### src/hw/tap_pkg.sv
// Purpose: constants and carrier types for the boundary-scan test port
// Assumes: one system clock sampling the test pins
// Notes:   instruction codes are three bits, eight codes, three reserved
package tap_pkg;

  localparam int          INSTR_W     = 3;
  localparam int          IDCODE_W    = 32;
  localparam int          BSR_LEN     = 110;
  localparam int          BSR_OE_BIT  = 109;
  localparam int          NUM_PINS    = 109;
  localparam int          RESET_TMS_N = 5;

  localparam logic [2:0]  INS_EXTEST  = 3'h0;
  localparam logic [2:0]  INS_IDCODE  = 3'h1;
  localparam logic [2:0]  INS_SAMPLEZ = 3'h2;
  localparam logic [2:0]  INS_SAMPLE  = 3'h4;
  localparam logic [2:0]  INS_BYPASS  = 3'h7;
  localparam logic [1:0]  IR_CAPTURE  = 2'h1;

  // revision 000, part configuration all zero, vendor field arbitrary, start bit 1
  localparam logic [2:0]  ID_REV      = 3'h0;
  localparam logic [16:0] ID_PART     = 17'h00000;
  localparam logic [10:0] ID_VENDOR   = 11'h2a5;
  localparam logic [31:0] ID_WORD     = {ID_REV, ID_PART, ID_VENDOR, 1'b1};

  typedef enum logic [15:0] {
    ST_RESET      = 16'h0001,
    ST_IDLE       = 16'h0002,
    ST_SEL_DR     = 16'h0004,
    ST_CAP_DR     = 16'h0008,
    ST_SHIFT_DR   = 16'h0010,
    ST_EXIT1_DR   = 16'h0020,
    ST_PAUSE_DR   = 16'h0040,
    ST_EXIT2_DR   = 16'h0080,
    ST_UPD_DR     = 16'h0100,
    ST_SEL_IR     = 16'h0200,
    ST_CAP_IR     = 16'h0400,
    ST_SHIFT_IR   = 16'h0800,
    ST_EXIT1_IR   = 16'h1000,
    ST_PAUSE_IR   = 16'h2000,
    ST_EXIT2_IR   = 16'h4000,
    ST_UPD_IR     = 16'h8000
  } tap_state_t;

  typedef struct packed {
    logic tck;
    logic tms;
    logic tdi;
  } tap_pins_t;

  typedef struct packed {
    logic tdo;
    logic tdo_oe_n;
  } tap_out_t;

endpackage : tap_pkg

### src/hw/pin_sync.sv
// Purpose: two-flop synchroniser for a group of test pins
// Assumes: pins are asynchronous to clk
// Notes:   first stage is read only by the second stage
`timescale 1ns/1ns
module pin_sync #(
  parameter int W = 3
) (
  // clock and reset
  input  wire logic         clk,
  input  wire logic         sys_rst,
  // pins
  input  wire logic [W-1:0] pin_in,
  output logic      [W-1:0] pin_sync_ff
);

  logic [W-1:0] meta_ff;

  always_ff @(posedge clk) begin
    if (sys_rst) begin
      meta_ff     <= '0;
      pin_sync_ff <= '0;
    end else begin
      meta_ff     <= pin_in;
      pin_sync_ff <= meta_ff;
    end
  end

endmodule : pin_sync

### src/hw/scan_cell.sv
// Purpose: one boundary-scan cell with capture/shift stage and update latch
// Assumes: enables are one-cycle pulses on clk
// Notes:   update stage resets to zero
`timescale 1ns/1ns
module scan_cell (
  // clock and reset
  input  wire logic clk,
  input  wire logic sys_rst,
  input  wire logic tap_rst,
  // controls
  input  wire logic capture_en,
  input  wire logic shift_en,
  input  wire logic update_en,
  // data
  input  wire logic pin_val,
  input  wire logic scan_in,
  output logic      shift_ff,
  output logic      upd_ff
);

  always_ff @(posedge clk) begin
    if (sys_rst) begin
      shift_ff <= 1'b0;
    end else if (capture_en) begin
      shift_ff <= pin_val;
    end else if (shift_en) begin
      shift_ff <= scan_in;
    end
  end

  always_ff @(posedge clk) begin
    if (sys_rst || tap_rst) begin
      upd_ff <= 1'b0;
    end else if (update_en) begin
      upd_ff <= shift_ff;
    end
  end

endmodule : scan_cell

### src/hw/sram_boundary_scan_tap.sv
// Purpose: boundary-scan test access port of a synchronous memory
// Assumes: clk far faster than the test clock; pins enter via two flops
// Notes:   memory datapath is outside; only pin snapshots and overrides here
// Operation
// - sample inputs at test-clock rise, change test outputs at its fall
// - serial input feeds register MSB, output taken from its LSB
// - power-up resets the port so serial output starts high impedance
// - five rising edges with mode-select high return to test-logic-reset
// - test-port reset never disturbs normal memory operation
// - only one register sits between serial input and output at a time
// - three-bit instruction register loaded at update-IR
// - instruction register preset to identification read at reset
// - capture-IR loads binary 01 into the two low shift bits
// - single-bit bypass register, cleared when bypass instruction runs
// - boundary register: one cell per ball, captures pins, shifts
// - identification instruction captures and shifts a fixed 32-bit word
// - new instruction acts only after update-IR
// - sample-with-tristate shifts boundary register and floats output bus
// - sample/preload shifts boundary register and snapshots all balls
// - preload moves shifted pattern into the latched cell outputs
// - new preload shifts in while captured sample shifts out
// - bypass plus shift-DR routes serial input through bypass bit
// - external test drives preloaded values onto output pins
// - cell 109 enables output bus in external test, low after reset
`timescale 1ns/1ns
module sram_boundary_scan_tap
  import tap_pkg::*;
(
  // clock and reset
  input  wire logic                          clk,
  input  wire logic                          sys_rst,
  // test pins
  input  wire tap_pkg::tap_pins_t            tap_pins,
  output tap_pkg::tap_out_t                  tap_out,
  // memory ball ring
  input  wire logic [tap_pkg::NUM_PINS-1:0]  ball_in,
  output logic      [tap_pkg::NUM_PINS-1:0]  ball_test_ff,
  output logic                               ball_test_sel_ff,
  output logic                               qbus_hiz_ff
);
  import tap_pkg::*;

  ////////////////////////////////////////////////////////////////////////
  // pin synchronisers and test-clock edges

  logic [2:0]        pins_sync;
  logic              tck_s;
  logic              tms_s;
  logic              tdi_s;
  logic              tck_d_ff;
  logic              tck_rise;
  logic              tck_fall;

  pin_sync #(.W(3)) u_sync (
    .clk         (clk),
    .sys_rst     (sys_rst),
    .pin_in      ({tap_pins.tck, tap_pins.tms, tap_pins.tdi}),
    .pin_sync_ff (pins_sync)
  );

  assign tck_s = pins_sync[2];
  assign tms_s = pins_sync[1];
  assign tdi_s = pins_sync[0];

  logic [NUM_PINS-1:0] ball_s;

  // balls are asynchronous to clk, so capture reads them after two flops
  pin_sync #(.W(NUM_PINS)) u_ball_sync (
    .clk         (clk),
    .sys_rst     (sys_rst),
    .pin_in      (ball_in),
    .pin_sync_ff (ball_s)
  );

  always_ff @(posedge clk) begin
    if (sys_rst) begin
      tck_d_ff <= 1'b0;
    end else begin
      tck_d_ff <= tck_s;
    end
  end

  assign tck_rise = tck_s & ~tck_d_ff;
  assign tck_fall = ~tck_s & tck_d_ff;

  ////////////////////////////////////////////////////////////////////////
  // controller state machine

  tap_state_t state_ff;
  tap_state_t nxt_state;

  always_comb begin
    case (state_ff)
      ST_RESET:    nxt_state = tms_s ? ST_RESET    : ST_IDLE;
      ST_IDLE:     nxt_state = tms_s ? ST_SEL_DR   : ST_IDLE;
      ST_SEL_DR:   nxt_state = tms_s ? ST_SEL_IR   : ST_CAP_DR;
      ST_CAP_DR:   nxt_state = tms_s ? ST_EXIT1_DR : ST_SHIFT_DR;
      ST_SHIFT_DR: nxt_state = tms_s ? ST_EXIT1_DR : ST_SHIFT_DR;
      ST_EXIT1_DR: nxt_state = tms_s ? ST_UPD_DR   : ST_PAUSE_DR;
      ST_PAUSE_DR: nxt_state = tms_s ? ST_EXIT2_DR : ST_PAUSE_DR;
      ST_EXIT2_DR: nxt_state = tms_s ? ST_UPD_DR   : ST_SHIFT_DR;
      ST_UPD_DR:   nxt_state = tms_s ? ST_SEL_DR   : ST_IDLE;
      ST_SEL_IR:   nxt_state = tms_s ? ST_RESET    : ST_CAP_IR;
      ST_CAP_IR:   nxt_state = tms_s ? ST_EXIT1_IR : ST_SHIFT_IR;
      ST_SHIFT_IR: nxt_state = tms_s ? ST_EXIT1_IR : ST_SHIFT_IR;
      ST_EXIT1_IR: nxt_state = tms_s ? ST_UPD_IR   : ST_PAUSE_IR;
      ST_PAUSE_IR: nxt_state = tms_s ? ST_EXIT2_IR : ST_PAUSE_IR;
      ST_EXIT2_IR: nxt_state = tms_s ? ST_UPD_IR   : ST_SHIFT_IR;
      ST_UPD_IR:   nxt_state = tms_s ? ST_SEL_DR   : ST_IDLE;
      default:     nxt_state = ST_RESET;
    endcase
  end

  // tms-high walk reaches reset in five edges by state table
  always_ff @(posedge clk) begin
    if (sys_rst) begin
      state_ff <= ST_RESET;
    end else if (tck_rise) begin
      state_ff <= nxt_state;
    end
  end

  logic in_reset;
  logic cap_dr;
  logic sh_dr;
  logic upd_dr;
  logic cap_ir;
  logic sh_ir;
  logic upd_ir;

  assign in_reset = (state_ff == ST_RESET);
  assign cap_dr   = tck_rise && (state_ff == ST_CAP_DR);
  assign sh_dr    = tck_rise && (state_ff == ST_SHIFT_DR);
  assign upd_dr   = tck_rise && (state_ff == ST_UPD_DR);
  assign cap_ir   = tck_rise && (state_ff == ST_CAP_IR);
  assign sh_ir    = tck_rise && (state_ff == ST_SHIFT_IR);
  assign upd_ir   = tck_rise && (state_ff == ST_UPD_IR);

  ////////////////////////////////////////////////////////////////////////
  // instruction register

  logic [INSTR_W-1:0] ir_shift_ff;
  logic [INSTR_W-1:0] ir_ff;

  always_ff @(posedge clk) begin
    if (sys_rst) begin
      ir_shift_ff <= INS_IDCODE;
    end else if (cap_ir) begin
      ir_shift_ff <= {ir_ff[INSTR_W-1:2], IR_CAPTURE};
    end else if (sh_ir) begin
      ir_shift_ff <= {tdi_s, ir_shift_ff[INSTR_W-1:1]};
    end
  end

  always_ff @(posedge clk) begin
    if (sys_rst || in_reset) begin
      ir_ff <= INS_IDCODE;
    end else if (upd_ir) begin
      ir_ff <= ir_shift_ff;
    end
  end

  logic sel_bsr;
  logic sel_id;

  assign sel_bsr = (ir_ff == INS_EXTEST) || (ir_ff == INS_SAMPLEZ) ||
                   (ir_ff == INS_SAMPLE);
  assign sel_id  = (ir_ff == INS_IDCODE);

  ////////////////////////////////////////////////////////////////////////
  // bypass and identification registers

  logic              bypass_ff;
  logic [IDCODE_W-1:0] id_shift_ff;

  always_ff @(posedge clk) begin
    if (sys_rst) begin
      bypass_ff <= 1'b0;
    end else if (cap_dr && !sel_bsr && !sel_id) begin
      bypass_ff <= 1'b0;
    end else if (sh_dr && !sel_bsr && !sel_id) begin
      bypass_ff <= tdi_s;
    end
  end

  always_ff @(posedge clk) begin
    if (sys_rst) begin
      id_shift_ff <= '0;
    end else if (cap_dr && sel_id) begin
      id_shift_ff <= ID_WORD;
    end else if (sh_dr && sel_id) begin
      id_shift_ff <= {tdi_s, id_shift_ff[IDCODE_W-1:1]};
    end
  end

  ////////////////////////////////////////////////////////////////////////
  // boundary scan register

  logic [BSR_LEN-1:0] bsr_shift;
  logic [BSR_LEN-1:0] bsr_upd;
  logic [BSR_LEN-1:0] bsr_pin;
  logic [BSR_LEN-1:0] bsr_sin;

  // cell 109 captures the live enable, ring cells the balls
  assign bsr_pin = {~qbus_hiz_ff, ball_s};
  assign bsr_sin = {tdi_s, bsr_shift[BSR_LEN-1:1]};

  for (genvar i = 0; i < BSR_LEN; i++) begin : g_cell
    scan_cell u_cell (
      .clk        (clk),
      .sys_rst    (sys_rst),
      .tap_rst    (in_reset),
      .capture_en (cap_dr && sel_bsr),
      .shift_en   (sh_dr && sel_bsr),
      .update_en  (upd_dr && sel_bsr),
      .pin_val    (bsr_pin[i]),
      .scan_in    (bsr_sin[i]),
      .shift_ff   (bsr_shift[i]),
      .upd_ff     (bsr_upd[i])
    );
  end

  ////////////////////////////////////////////////////////////////////////
  // pin overrides toward the memory

  // cell 109 gates bus in external test
  always_ff @(posedge clk) begin
    if (sys_rst) begin
      ball_test_ff     <= '0;
      ball_test_sel_ff <= 1'b0;
      qbus_hiz_ff      <= 1'b0;
    end else begin
      ball_test_ff     <= bsr_upd[NUM_PINS-1:0];
      ball_test_sel_ff <= (ir_ff == INS_EXTEST);
      qbus_hiz_ff      <= (ir_ff == INS_SAMPLEZ) ||
                          ((ir_ff == INS_EXTEST) && !bsr_upd[BSR_OE_BIT]);
    end
  end

  ////////////////////////////////////////////////////////////////////////
  // serial output

  logic tdo_bit;

  always_comb begin
    if (state_ff == ST_SHIFT_IR) begin
      tdo_bit = ir_shift_ff[0];
    end else if (sel_bsr) begin
      tdo_bit = bsr_shift[0];
    end else if (sel_id) begin
      tdo_bit = id_shift_ff[0];
    end else begin
      tdo_bit = bypass_ff;
    end
  end

  always_ff @(posedge clk) begin
    if (sys_rst) begin
      tap_out.tdo      <= 1'b0;
      tap_out.tdo_oe_n <= 1'b1;
    end else if (tck_fall) begin
      tap_out.tdo      <= tdo_bit;
      tap_out.tdo_oe_n <= !((state_ff == ST_SHIFT_IR) || (state_ff == ST_SHIFT_DR));
    end
  end

endmodule : sram_boundary_scan_tap

### config.mk
export PLATFORM = sky130hd
export DESIGN_NAME = sram_boundary_scan_tap
export DESIGN_NICKNAME = d
export VERILOG_FILES = /design/src/hw/tap_pkg.sv /design/src/hw/pin_sync.sv /design/src/hw/scan_cell.sv /design/src/hw/sram_boundary_scan_tap.sv
export SDC_FILE = /design/constraint.sdc
export NUM_CORES = 1
export LEC_CHECK = 0
export ABC_AREA = 1
export BUFFER_PORTS_ARGS = -buffer_cell sky130_fd_sc_hd__buf_2
export CELL_PAD_IN_SITES_DETAIL_PLACEMENT = 1
export CELL_PAD_IN_SITES_GLOBAL_PLACEMENT = 1
export CORE_MARGIN = 2
export CORE_UTILIZATION = 46
export DETAILED_ROUTE_END_ITERATION = 16
export PLACE_DENSITY_LB_ADDON = 0.15
export SYNTH_ARGS = -nofsm -noshare
export SYNTH_HDL_FRONTEND = slang
export SYNTH_SLANG_ARGS = --single-unit
### constraint.sdc
create_clock -name clk -period 3.71 [get_ports clk]
set_input_delay 0.742 -clock clk [delete_from_list [all_inputs] [get_ports clk]]
set_output_delay 0.742 -clock clk [all_outputs]
set_load 0.05 [all_outputs]
# Word level (Yosys, flattened, before mapping)
# Index checks and enable logic that the tools add are counted.
# word_totals
register_bits	613
latch_bits	0
ram_bits	0
romBits	0
input_bits	114
out_inout_bits	113
elab_cells	536
memories	0
# op_classes
addsub	0
mul	0
div_mod_pow	0
n_lt_le_gt_ge	0
n_eq_ne	19
shifts	0
mux	240
n_bitwise	5
reduce_logical	35
# ops
cell	n
two-way mux 1 bit	223
case mux 16 bit (12 select lines)	1
two-way mux 11 bit	3
two-way mux 16 bit	2
two-way mux 9 bit	2
equality test 16 x 1 -> 1 bit, second input constant	1
equality test 16 x 10 -> 1 bit, second input constant	1
equality test 16 x 11 -> 1 bit, second input constant	1
equality test 16 x 12 -> 1 bit, second input constant	1
equality test 16 x 13 -> 1 bit, second input constant	1
equality test 16 x 14 -> 1 bit, second input constant	1
equality test 16 x 15 -> 1 bit, second input constant	1
equality test 16 bit, second input constant	1
equality test 16 x 2 -> 1 bit, second input constant	1
equality test 16 x 3 -> 1 bit, second input constant	1
equality test 16 x 4 -> 1 bit, second input constant	1
equality test 16 x 5 -> 1 bit, second input constant	1
equality test 16 x 6 -> 1 bit, second input constant	1
equality test 16 x 7 -> 1 bit, second input constant	1
equality test 16 x 8 -> 1 bit, second input constant	1
equality test 16 x 9 -> 1 bit, second input constant	1
logical AND 1 bit	16
two-way mux 15 bit	1
two-way mux 13 bit	1
16 further kinds	34

# Longest topological paths before layout
# Gate-level depths: netlist of run 1.
# depth
ltp_word	7
mapped_depth	12
mapped_depth_nobuf	11

# Cells and area by module
# From an unflattened synthesis of run 1, not the netlist that was laid out.
# hier_totals
hier_cells	3090
area_unflattened_um2	22358.9
# by_module_without_submodules
mod	n_inst	cells_per_inst	area_each_um2	seq_area_each_um2
scan_cell	110	15	92.6	40.0
pin_sync (u_ball_sync)	1	678	6189.7	4364.2
sram_boundary_scan_tap	1	744	5819.3	3383.2
pin_sync (u_sync)	1	18	165.2	120.1

# Worst setup path before layout of run 1
# No wires, ideal clock.
# synth_timing
kind	input port to flip-flop
from	in sys_rst
to	reg g_cell[101].u_cell.shift_ff
setup_ns	0.065
arrival_ns	1.758
required_ns	3.645
slack_ns	1.887
path_stages	6
path_buffers	3
cell_sequence	clkbuf_1 > inv_1 > clkbuf_1 > clkbuf_1 > o21ai_0 > nor2_1
# synth_lines
element	line	source
start: declaration	sram_boundary_scan_tap.sv:31	input wire logic sys_rst,
end signal: assignment	scan_cell.sv:25	shift_ff <= pin_val;
end signal: assignment	scan_cell.sv:27	shift_ff <= scan_in;
end: declaration	scan_cell.sv:17	output logic shift_ff,

# Final worst setup path of run 1
# layout_timing
from	reg state_ff[12]
to	reg id_shift_ff[28]
# layout_between
elab_chain_len	4
# layout_rtl
element	line	source
start: declaration	sram_boundary_scan_tap.sv:89	tap_state_t state_ff;
start signal: assignment	sram_boundary_scan_tap.sv:119	state_ff <= nxt_state;
equality test 16 x 4 -> 1 bit	sram_boundary_scan_tap.sv:132	assign cap_dr = tck_rise && (state_ff == ST_CAP_DR);
logical AND 1 bit	sram_boundary_scan_tap.sv:132	
logical AND 1 bit	sram_boundary_scan_tap.sv:189	end else if (cap_dr && sel_id) begin
OR reduction 2 bit (no source line)	--	
end signal: assignment	sram_boundary_scan_tap.sv:192	id_shift_ff <= {tdi_s, id_shift_ff[IDCODE_W-1:1]};
end: declaration	sram_boundary_scan_tap.sv:174	logic [IDCODE_W-1:0] id_shift_ff;
# Parallel ways exist; a longest one is shown, timed or not.
# A chain may end at the register's enable or synchronous reset.

==> results of run 1 <==
-- through the flow --
stage / instance area [um2] / hold slack, ps
after floorplan: 21700 / 388
after global placement: 23000 / 391
after detailed placement: 23000 / 397
after CTS: 25200 / 327
after global routing: 25200 / 350
final: 25200 / 361
-- worst min-delay path by stage --
stage                     slack, ps                          end               startpoint
final                           360      u_ball_sync.meta_ff[94]              ball_in[94]
after global routing            350      u_ball_sync.meta_ff[94]              ball_in[94]
after CTS                       330      u_ball_sync.meta_ff[94]              ball_in[94]
after detailed placement        400  u_ball_sync.pin_sync_ff[87]  u_ball_sync.meta_ff[87]
after global placement          390  u_ball_sync.pin_sync_ff[85]  u_ball_sync.meta_ff[85]
after floorplan                 390   u_ball_sync.pin_sync_ff[0]   u_ball_sync.meta_ff[0]
-- power groups by stage --
stage	logic (mW)	registers, mW	clock network [mW]
after floorplan	0.207	6.87	0
after global placement	0.337	6.88	0
after detailed placement	0.348	6.88	0
after CTS	0.352	6.73	6.92
after global routing	0.395	6.74	7.22
final	0.343	6.73	6.76
-- state kept, by name (all words and copies together) (netlist names), 2 cells and up --
name,cells
ball_test_ff,109
g_cell.u_cell.shift_ff,110
g_cell.u_cell.upd_ff,110
id_shift_ff,32
ir_ff,3
ir_shift_ff,3
state_ff,16
tap_out,2
u_ball_sync.meta_ff,109
u_ball_sync.pin_sync_ff,109
u_sync.meta_ff,3
u_sync.pin_sync_ff,3
-- critical path: cells and delay by family (launching register included) --
kind	cells	cell delay, ps
buffers and inverters	1	110
flip-flops	1	350
AND/OR/NAND/NOR	8	1720
-- layer usage --
metal | part of all wire (%) | global-route usage (%) | up-vias
met1 | 46 | 26.4 | 7872
li1 | - | - | 8502
met3 | 3.4 | 3.66 | 77
met4 | 2.3 | 7.34 | 0
met5 | 0 | 0 | -
met2 | 48 | 37.1 | 221
-- layout by cell type, fill, tap and decap left out, types with 7 or more instances in the layout --
| cell | netlist | final |
|---|---|---|
| sky130_fd_sc_hd__a211oi_1 | 110 | 110 |
| sky130_fd_sc_hd__a21oi_1 | 29 | 29 |
| sky130_fd_sc_hd__buf_12 | 11 | 9 |
| sky130_fd_sc_hd__buf_2 | 50 | 225 |
| sky130_fd_sc_hd__buf_4 | 0 | 10 |
| sky130_fd_sc_hd__bufinv_16 | 0 | 8 |
| sky130_fd_sc_hd__clkbuf_1 | 70 | 16 |
| sky130_fd_sc_hd__clkbuf_16 | 0 | 67 |
| sky130_fd_sc_hd__clkbuf_8 | 0 | 14 |
| sky130_fd_sc_hd__clkinv_2 | 0 | 8 |
| sky130_fd_sc_hd__dfxtp_1 | 613 | 613 |
| sky130_fd_sc_hd__inv_1 | 478 | 476 |
| sky130_fd_sc_hd__nand2_1 | 200 | 200 |
| sky130_fd_sc_hd__nand2_2 | 103 | 103 |
| sky130_fd_sc_hd__nand3_1 | 22 | 22 |
| sky130_fd_sc_hd__nor2_1 | 863 | 863 |
| sky130_fd_sc_hd__nor2_2 | 7 | 7 |
| sky130_fd_sc_hd__nor3_1 | 30 | 30 |
| sky130_fd_sc_hd__o21ai_0 | 77 | 77 |
| sky130_fd_sc_hd__o21ai_1 | 47 | 47 |
-- layout make-up --
cell class	instances	area, um2	share of cell area [%]
sequential	613	12300	48.7
multi-input combinational	1506	6720	26.6
clock buffer	97	1930	7.65
inverter	483	1830	7.24
timing repair buffer	245	1400	5.54
tap	607	759	3.01
clock inverter	21	323	1.28
-- logic make-up after synthesis --
family          after synthesis  share of synthesized area [%]
compound gates              267                           7.47
buf+inv                     629                           12.5
flops                       613                           56.6
simple gates               1239                           23.5
==> summary.md, run 1 <==
The count of routing violations after the opening detailed-route iteration was 741; the number of cells traversed by the worst register-to-register path was 9. Number of hold-repair buffers added at the cts stage: 0. For this run, asynchronously set or reset flops after synthesis account for 0%. The share of total power dissipated in combinational logic is 2.5%. The final antenna-violating net count was 0; the total number of vias was 16.7k. For this run, the total global-route usage over all layers was measured as 21.2%. In this run, synthesis produced a sequential element count of 613. The required time of the critical path was 4180 ps. TritonCTS built the clock tree.

The tools report the final worst slack as 1400 ps. The instance count after placement with tap cells included was 3,454; the number of primary I/O pins was 227. STA puts the critical path data arrival time at 2780 ps. The final hold violation count came out at 0. Fraction of the core area covered by cells at the end of the flow: 54.2%. Synthesis produced a netlist whose cell count is 2,748. The tool flagged a number of max-cap violations equal to 0.

For this design the total switching power over the nets is 2.86 mW. In this run switching power makes up 20.7% of total power. The count of pins over their slew limit was 0; the leakage power figure was 11.5 nW.

The filler cells instantiated in the layout total 5,687. The number of antenna diodes is 0. The quantity of gates resized following cts is 0, and the depth of the worst hold-timing path is 3. The power per cell area is 548 nW/um2, and the number of buffers inserted to repair setup after CTS is 0. In this run the horizontal extent of the chip is 221 um.

Proportion of power drawn by the clock network: 48.9%. After synthesis, the cell types taking the most area are sky130_fd_sc_hd__dfxtp_1 (57%), sky130_fd_sc_hd__nor2_1 (15%), sky130_fd_sc_hd__inv_1 (8.3%), sky130_fd_sc_hd__a211oi_1 (3.8%), sky130_fd_sc_hd__nand2_1 (3.5%). The synthesized design spends more area on one cell type than any other, namely sky130_fd_sc_hd__dfxtp_1. The setup check on the worst reg-to-reg path leaves a slack of 1400 ps. The tools report the number of global-route vias before repair as 17.7k. After detailed routing, the total wire length is 51,700 um. Setup repair after global routing left no endpoint under its margin. The tools report the first-pass GRT wire length as 86,500 um. The weighted congestion at the end of routability-driven global placement was 0.814; the worst slew margin relative to its limit was 33.5%.

The endpoint kind of the worst setup timing path was a register. The clock arrives with 22.3 ps of skew. Entering global routing, the biggest net connects 149 pins. Derived from the worst setup path, the maximum achievable clock frequency is 0.433 GHz.

The type of origin of the critical path was a register. The HPWL after detailed placement is 33,000 um. The most critical setup path has its startpoint at state_ff[12]. The run gives 3,572 as the final cell count without fillers. The final layout contains 3,029 nets. The logs give 1320 ps for the pre-CTS setup slack and 0 for the post-route DRC violation count. By count the netlist is led by sky130_fd_sc_hd__nor2_1 (863), sky130_fd_sc_hd__dfxtp_1 (613), sky130_fd_sc_hd__inv_1 (478).

The number of synthesized flops with an enable pin is 0, and the cell-internal power is 11.0 mW. For the largest buffer count on any clock path, the log shows 3. The min-delay analysis places its worst path in the category in2reg. Core region area: 46,600 um2. Of all nets on the critical path, the largest fanout is 24.

The synthesized design devotes to its leading area cell type 56.6% of total area. Overall power consumption after layout is estimated at 13.8 mW. The die height works out to 221 um. The longest individual stage delay on the worst path was 760 ps. Once the floorplan was initialized, standard cells occupied 46.6% of the core.

The critical path in this run is classified as reg2reg. The most frequently used cell type in the post-synthesis netlist was sky130_fd_sc_hd__nor2_1. The run finished with clean final reports. The layout cell share with drive strength beyond 1 was 16.0%; the clock edge transition at the registers on the reported setup and hold paths was 60 ps. Setup violations remaining at the end of the flow were counted as 0. For the pin with the worst max-slew slack, the measured transition is 997 ps. VDD sags by at most 0.393 mV. After synthesis the cells add up to 21,700 um2.

The H-tree generated during clock tree synthesis spans 3 levels. The tools report the master cell of the clock root buffer as sky130_fd_sc_hd__clkbuf_16. In this run the critical register-to-register path is launched from state_ff[12]. The post-synthesis net count came out at 2,862. After detailed routing, the average wire length per cell comes to 14.5 um. The final critical path takes up 62.3% of the cycle. The signal on the critical path passes through nor2_4 -> nand2_4 -> inv_1 -> nand2_1 -> nor3_1 -> nand2_1 -> nor2_2 -> nor2_1 -> nor3_1.

From synthesis to final layout, the design area changed by 16.3%. Among all flip-flop cells after synthesis, the most frequent one is sky130_fd_sc_hd__dfxtp_1. Post-route minimum period: 2310 ps. After floorplanning, the core was divided into 79 placement rows. The die footprint is 48,900 um2, and the aggregate negative setup slack is 0 ps. The total overflow left after global routing is 0. The run gives 0 as the number of antenna violations at the first check in global routing.

Each instance of the synthesized netlist takes up on average 7.89 um2. The Yosys warning count is 0. Following the worst setup path forward leads to its endpoint at id_shift_ff[28].

For this design, the sink count on the clock tree is 613. The count of buffers added on input and output ports is 226. Synthesis instantiated 28 different standard cells from the library. Number of buffers inserted during clock tree synthesis: 66.

The ratio of routed vias to standard cells is 4.67, and the sequential share of the synthesized area is 56.6%. Highest-delay cell along the critical path: sky130_fd_sc_hd__nor2_2. The number of detailed-route iterations in the first pass is 4, and the worst-skew pair later-pin latency is 580 ps. The worst register-to-register path ends at id_shift_ff[28].

For the sequential fraction of design power, the log shows 48.7%.
Note: power is estimated with default switching activity, not from simulation.
==> inputs of run 2 (changes only) <==
CORE_UTILIZATION = 43   (was 46)
clock period = 2.3 ns   (was 3.71 ns; I/O delays follow)
==> summary.md, run 2 (same netlist as run 1, synthesis figures left out) <==
The flow ran to the end, and the final reports show no timing, DRC or antenna violations. The slack of the worst reg-to-reg path was 210 ps (-1190 ps); the post-DP HPWL was 34,100 um (+3.4%). The run gives 0 (unchanged) as the number of endpoints failing setup at the final stage. The proportion of power drawn by the clock network was 49.1% (+0.2 points). Number of antenna diodes: 0 (unchanged).

The master cell of the clock root buffer is sky130_fd_sc_hd__clkbuf_16. The maximum ir drop on the vdd rail was 0.494 mV (+26%); the number of hold-repair buffers added at the cts stage was 0 (unchanged). The tools report the core region area as 50,000 um2 (+7.3%). Net total in the final layout: 3,055 (+0.86%). TritonCTS built the clock tree. The total number of vias was 16.9k (+1.6%); the arrival time of the worst setup path was 2560 ps (-220 ps).

The tools report the sink count of the clock tree as 613 (unchanged). Leakage power figure: 11.7 nW (+1.9%). The tools report the largest buffer count on any clock path as 3 (unchanged).

The run gives 17.8k (+0.58%) as the number of global-route vias before repair. Setup repair after global routing left no endpoint under its margin. The post-route clock skew came out at 20.3 ps (-2.01 ps).

The run gives 43.4% (-3.2 points) as the starting density of the core. For the worst slew margin relative to its limit, the log shows 56.0% (+22 points). The aggregate routed wire length came out at 52,900 um (+2.2%). The area overhead of the layout relative to synthesis was 18.7%; the max-capacitance violation count was 0 (unchanged). The weighted congestion at the end of routability-driven global placement is 0.824 (+1.2%).

Source of the worst register-to-register timing path: state_ff[7]. The first-pass GRT wire length was 88,000 um (+1.7%); the number of fill cells in the layout was 6,128 (+7.8%). The actual slew at the worst max-slew pin is 658 ps (-339 ps).

The count of input and output buffers is 226 (unchanged), and the total net switching power is 4.74 mW (+66%). For the count of pins over their slew limit, the log shows 0 (unchanged). The logs give 0 (unchanged) for the final hold violation count and 82 (+3.8%) for the count of standard-cell rows.

The power per cell area is 873 nW/um2 (+59%). The net switching fraction of the power was 21.1% (+0.42 points). In the final layout, the registers with the most flip-flops are g_cell.u_cell.shift_ff (110), g_cell.u_cell.upd_ff (110). The type of the worst setup path was reg2reg. The final cycle utilization of the critical path came out at 90.7% (+28 points). The number of detailed-route iterations in the first pass is 5 (+1), and the final design instance area without fill is 25,700 um2 (+2.1%). For the aggregate negative setup slack, the log shows 0 ps (unchanged). The worst setup path is captured at a register. Overflow left after global routing: 0 (unchanged). The number of buffers inserted during clock tree synthesis was 66 (unchanged); the post-route minimum period was 2090 ps (-225 ps). The die height was 229 um (+3.4%). The library cell used most frequently in the layout, excluding fill and tap cells, is sky130_fd_sc_hd__nor2_1.

The count of routing violations after the opening detailed-route iteration was 716 (-3.4%). Final antenna-violating net count: 0 (unchanged). The tools report the post-route DRC violation count as 0 (unchanged).

In the layout the commonest cells are sky130_fd_sc_hd__nor2_1 (863), sky130_fd_sc_hd__dfxtp_1 (613), sky130_fd_sc_hd__inv_1 (476). The required time of the critical path came out at 2780 ps (-1400 ps). The run gives 23,400 um2 (+1.8%) as the instance area at placement. The sequential fraction of design power is 48.3% (-0.4 points). The tools report the worst-skew pair later-pin latency as 600 ps (+20 ps).

In this run the most critical hold path is launched from ball_in[106]. The total routing resource utilization after global routing is 20.2% (-1.0 points), and the level count of the clock H-tree is 3 (unchanged). The ratio of routed vias to standard cells came out at 4.63 (-0.90%). For the peak clock frequency supported by timing, the log shows 0.479 GHz (+11%). The routed wire length per instance works out to 14.4 um (-0.26%).

The tools report the startpoint of the most critical setup path as state_ff[7]. The die footprint was 52,300 um2 (+6.8%); the highest fanout seen on the critical path was 69 (+190%). The layout cell share with drive strength beyond 1 is 16.9% (+0.91 points). The clock edge transition at the registers on the reported setup and hold paths works out to 70 ps (about the same). The number of primary I/O pins came out at 227 (unchanged). The x dimension of the die is 229 um (+3.4%).

The pin count of the biggest net entering global routing was 122 (-18%). The tightest min-delay check is of the in2reg type. The combinational group share of total power is 2.5% (about the same). The cell-internal power came out at 17.7 mW (+62%). The number of antenna violations at the first check in global routing came out at 2 (+2).

The worst setup path is launched from a register.
==> run 2: cell types whose count changed in the layout (fill, tap and decap cells not counted) <==
cell                         change
sky130_fd_sc_hd__buf_16          +1
sky130_fd_sc_hd__clkbuf_16       +4
sky130_fd_sc_hd__inv_6           -1
sky130_fd_sc_hd__clkinvlp_4      +2
sky130_fd_sc_hd__buf_4          +12
sky130_fd_sc_hd__nand2_1         -1
sky130_fd_sc_hd__clkinv_8        +1
sky130_fd_sc_hd__clkbuf_8        -2
sky130_fd_sc_hd__nand2_2         +1
sky130_fd_sc_hd__clkinv_2        +1
sky130_fd_sc_hd__buf_12         +12
sky130_fd_sc_hd__clkbuf_1        -6
==> run 2: through the flow <==
step	total power, mW	hold WS [ps]	instances	worst slack (ps)	utilization, %
floorplan	11.4	388	2748	629	-
global placement	11.7	391	3542	310	46.8
detailed placement	11.7	395	3542	176	46.8
CTS	22.8	37.6	3658	133	51.4
global route	23.3	58.7	3661	27.2	51.5
finish	22.5	65.2	3661	214	51.5
==> run 2: cell type report <==
cell class	instances	area (um2)	share of cell area [%]
clock buffer	92	1950	7.59
clock inverter	24	329	1.28
inverter	483	1850	7.17
multi-input combinational	1506	6720	26.1
sequential	613	12300	47.7
tap	672	841	3.27
timing repair buffer	271	1780	6.91
==> run 2: power by group through the flow <==
stage	Sequential, mW	Combinational, mW	Clock, mW
after CTS	10.9	0.580	11.3
final	10.9	0.568	11.0
after global routing	10.9	0.653	11.8
after floorplan	11.1	0.334	0
after detailed placement	11.1	0.573	0
after global placement	11.1	0.561	0
==> run 2: metal layers <==
metal / global-route usage [%] / part of all wire (%) / up-vias
met5: 0 / 0 / -
met4: 5.82 / 1.6 / 0
met3: 3.21 / 3.7 / 68
met2: 34.8 / 48 / 238
met1: 26.2 / 47 / 8068
li1: - / - / 8559
==> run 2: timing repair <==
item                                    CTS  global route
endpoints found under the setup margin    0            16
gates resized for setup                   0             4
setup buffers                             0             2
==> run 2: worst paths after layout <==
kind	end	cells after the start
max	g_cell[47].u_cell.shift_ff	11
min	u_ball_sync.meta_ff[106]	3
max reg2reg	g_cell[47].u_cell.shift_ff	11
min reg2reg	u_ball_sync.pin_sync_ff[38]	2
==> run 2: worst max-delay path: stages, from the launching register on <==
cell                        delay, ps
sky130_fd_sc_hd__dfxtp_1          340
sky130_fd_sc_hd__nor2_1           200
sky130_fd_sc_hd__nand2_2          140
sky130_fd_sc_hd__inv_2            140
sky130_fd_sc_hd__nand3_4          120
sky130_fd_sc_hd__nor2_2           140
sky130_fd_sc_hd__bufinv_16        290
sky130_fd_sc_hd__buf_12           230
sky130_fd_sc_hd__nand2_1          100
sky130_fd_sc_hd__nand2_2           60
sky130_fd_sc_hd__nor2_1           120
sky130_fd_sc_hd__nor2_1            60
==> inputs of run 3 (changes only) <==
CORE_ASPECT_RATIO = 2   (was not set)
PLACE_DENSITY = 0.8   (was not set)
PLACE_DENSITY_LB_ADDON = not set   (was 0.15)
==> summary.md, run 3 (same netlist as run 1, synthesis figures left out) <==
Overflow left after global routing: 0 (unchanged). The layout cell share with drive strength beyond 1 works out to 16.0% (-0.90 points). For the aggregate routed wire length, the log shows 53,800 um (+1.8%). The worst setup path is of the reg2reg kind.

In the final layout, the registers with the most flip-flops are g_cell.u_cell.shift_ff (110), g_cell.u_cell.upd_ff (110). The routed wire length per instance was 14.9 um (+3.4%). For the post-route clock skew, the log shows 35.2 ps (+14.9 ps). For the instance area at placement, the log shows 23,200 um2 (-0.80%). Setup repair after global routing left no endpoint under its margin.

The tools report the number of primary I/O pins as 227 (unchanged). The core region area was 49,900 um2 (about the same). Max-capacitance violation count: 0 (unchanged). The weighted congestion at the end of routability-driven global placement was 0.818 (-0.84%); the worst slew margin relative to its limit was 49.7% (-6.3 points).

The sink count of the clock tree came out at 613 (unchanged). The pin count of the biggest net entering global routing is 119 (-2.5%), and the total number of vias is 17.0k (+0.66%). The aggregate negative setup slack is 0 ps (unchanged), and the number of buffers inserted to repair setup after CTS is 0 (unchanged).

The actual slew at the worst max-slew pin was 752 ps (+94.4 ps). The worst setup path is launched from a register. For the post-route DRC violation count, the log shows 0 (unchanged).

The number of hold-repair buffers added at the cts stage was 0 (unchanged). The net total in the final layout was 3,026 (-0.95%); the area overhead of the layout relative to synthesis was 15.6%. For the count of standard-cell rows, the log shows 116 (+41%). The final antenna-violating net count was 0 (unchanged); the level count of the clock H-tree was 2 (-1). For the arrival time of the worst setup path, the log shows 2590 ps (+30 ps).

The instance count after placement with tap cells included was 3,505 (-1.0%). The number of endpoints failing setup at the final stage is 0 (unchanged). Leakage power figure: 11.4 nW (-2.7%).

The logs give 35,400 um (+3.7%) for the post-DP HPWL and 0.476 GHz (-0.66%) for the peak clock frequency supported by timing. The clock edge transition at the registers on the reported setup and hold paths was 70 ps (about the same); the starting density of the core was 43.4% (about the same). The x dimension of the die was 163 um (-29%); the number of buffers inserted during clock tree synthesis was 54 (-18%).

The largest buffer count on any clock path came out at 3 (unchanged). The final-layout worst hold slack was 52.1 ps (-13.1 ps); the longest individual stage delay on the worst path was 340 ps (about the same). The final cycle utilization of the critical path is 91.3% (+0.60 points). The run finished with clean final reports. TritonCTS built the clock tree. Highest fanout seen on the critical path: 118 (+71%). The ratio of routed vias to standard cells came out at 4.73 (+2.2%).

Count of pins over their slew limit: 0 (unchanged). The tools report the count of routing violations after the opening detailed-route iteration as 692 (-3.4%). The master cell of the clock root buffer is sky130_fd_sc_hd__clkbuf_16.

The worst setup path is captured at a register. The top cell types in the final layout, fill and taps aside, are sky130_fd_sc_hd__nor2_1 (863), sky130_fd_sc_hd__dfxtp_1 (613), sky130_fd_sc_hd__inv_1 (476). The count of input and output buffers is 226 (unchanged). Final design instance area without fill: 25,100 um2 (-2.6%). The fraction of the core area covered by cells at the end of the flow was 50.2% (-1.3 points); the die footprint was 52,400 um2 (+0.21%).

The power per cell area came out at 838 nW/um2 (-4.0%). The run gives 3,606 (-1.5%) as the final cell count without fillers. The number of antenna diodes was 0 (unchanged); the number of antenna violations at the first check in global routing was 1 (-1). The tools report the required time of the critical path as 2790 ps (about the same). The total routing resource utilization after global routing was 20.7% (+0.46 points); the post-route minimum period was 2100 ps (+13.9 ps). Quantity of gates resized following cts: 0 (unchanged). The die height came out at 322 um (+41%).

The worst-skew pair later-pin latency came out at 610 ps (about the same). The critical path goes through nor2_1 -> nand2_1 -> nor2_4 -> nand4_1 -> buf_12 -> a211oi_1. The final hold violation count was 0 (unchanged). The number of detailed-route iterations in the first pass is 4 (-1). The path class of the tightest hold or removal check is in2reg. The number of global-route vias before repair came out at 18.3k (+2.8%).

The tools report the first-pass GRT wire length as 88,400 um (+0.50%). The maximum ir drop on the vdd rail was 0.547 mV (+11%). Highest-delay cell along the critical path: sky130_fd_sc_hd__dfxtp_1.

Leading cell type in the layout, fill and taps excluded: sky130_fd_sc_hd__nor2_1.
==> run 3: power breakdown <==
part	internal [mW]	switching (mW)
registers	10.8	0.0549
clock network	5.46	4.12
logic	0.194	0.384
==> run 3: final timing paths <==
path | slack [ps] | to | startpoint | cells past startpoint
max | 200 | g_cell[108].u_cell.upd_ff | state_ff[7] | 6
min | 50 | u_ball_sync.meta_ff[82] | ball_in[82] | 3
max reg2reg | 200 | g_cell[108].u_cell.upd_ff | state_ff[7] | 6
min reg2reg | 390 | u_ball_sync.pin_sync_ff[0] | u_ball_sync.meta_ff[0] | 2
==> run 3: area by class of cell <==
class | count | area (um2)
clock buffer | 75 | 1560
fill | 6209 | 24900
tap | 649 | 812
clock inverter | 26 | 327
inverter | 483 | 1830
multi-input combinational | 1506 | 6720
timing repair buffer | 254 | 1560
sequential | 613 | 12300
==> run 3: stage by stage <==
| step | power (mW) | setup WS, ps |
|---|---|---|
| floorplan | 11.4 | 629 |
| global placement | 11.7 | 273 |
| detailed placement | 11.7 | 192 |
| CTS | 21.3 | 196 |
| global route | 21.8 | 39.9 |
| finish | 21.0 | 201 |
==> run 3: routing by layer <==
layer / vias up / wire [um] / global-route usage [%]
met5: - / 10 / 0
met4: 2 / 2010 / 8.46
met1: 8153 / 21300 / 22.2
met3: 114 / 1760 / 2.68
li1: 8472 / - / -
met2: 303 / 28700 / 40.0
==> run 3: worst max-delay path, delay by kind of cell (launching register included) <==
kind,cells,cell delay (ps)
buffers and inverters,1,310
flip-flops,1,340
AND/OR/NAND/NOR,4,920
AO/OA/AOI/OAI,1,320
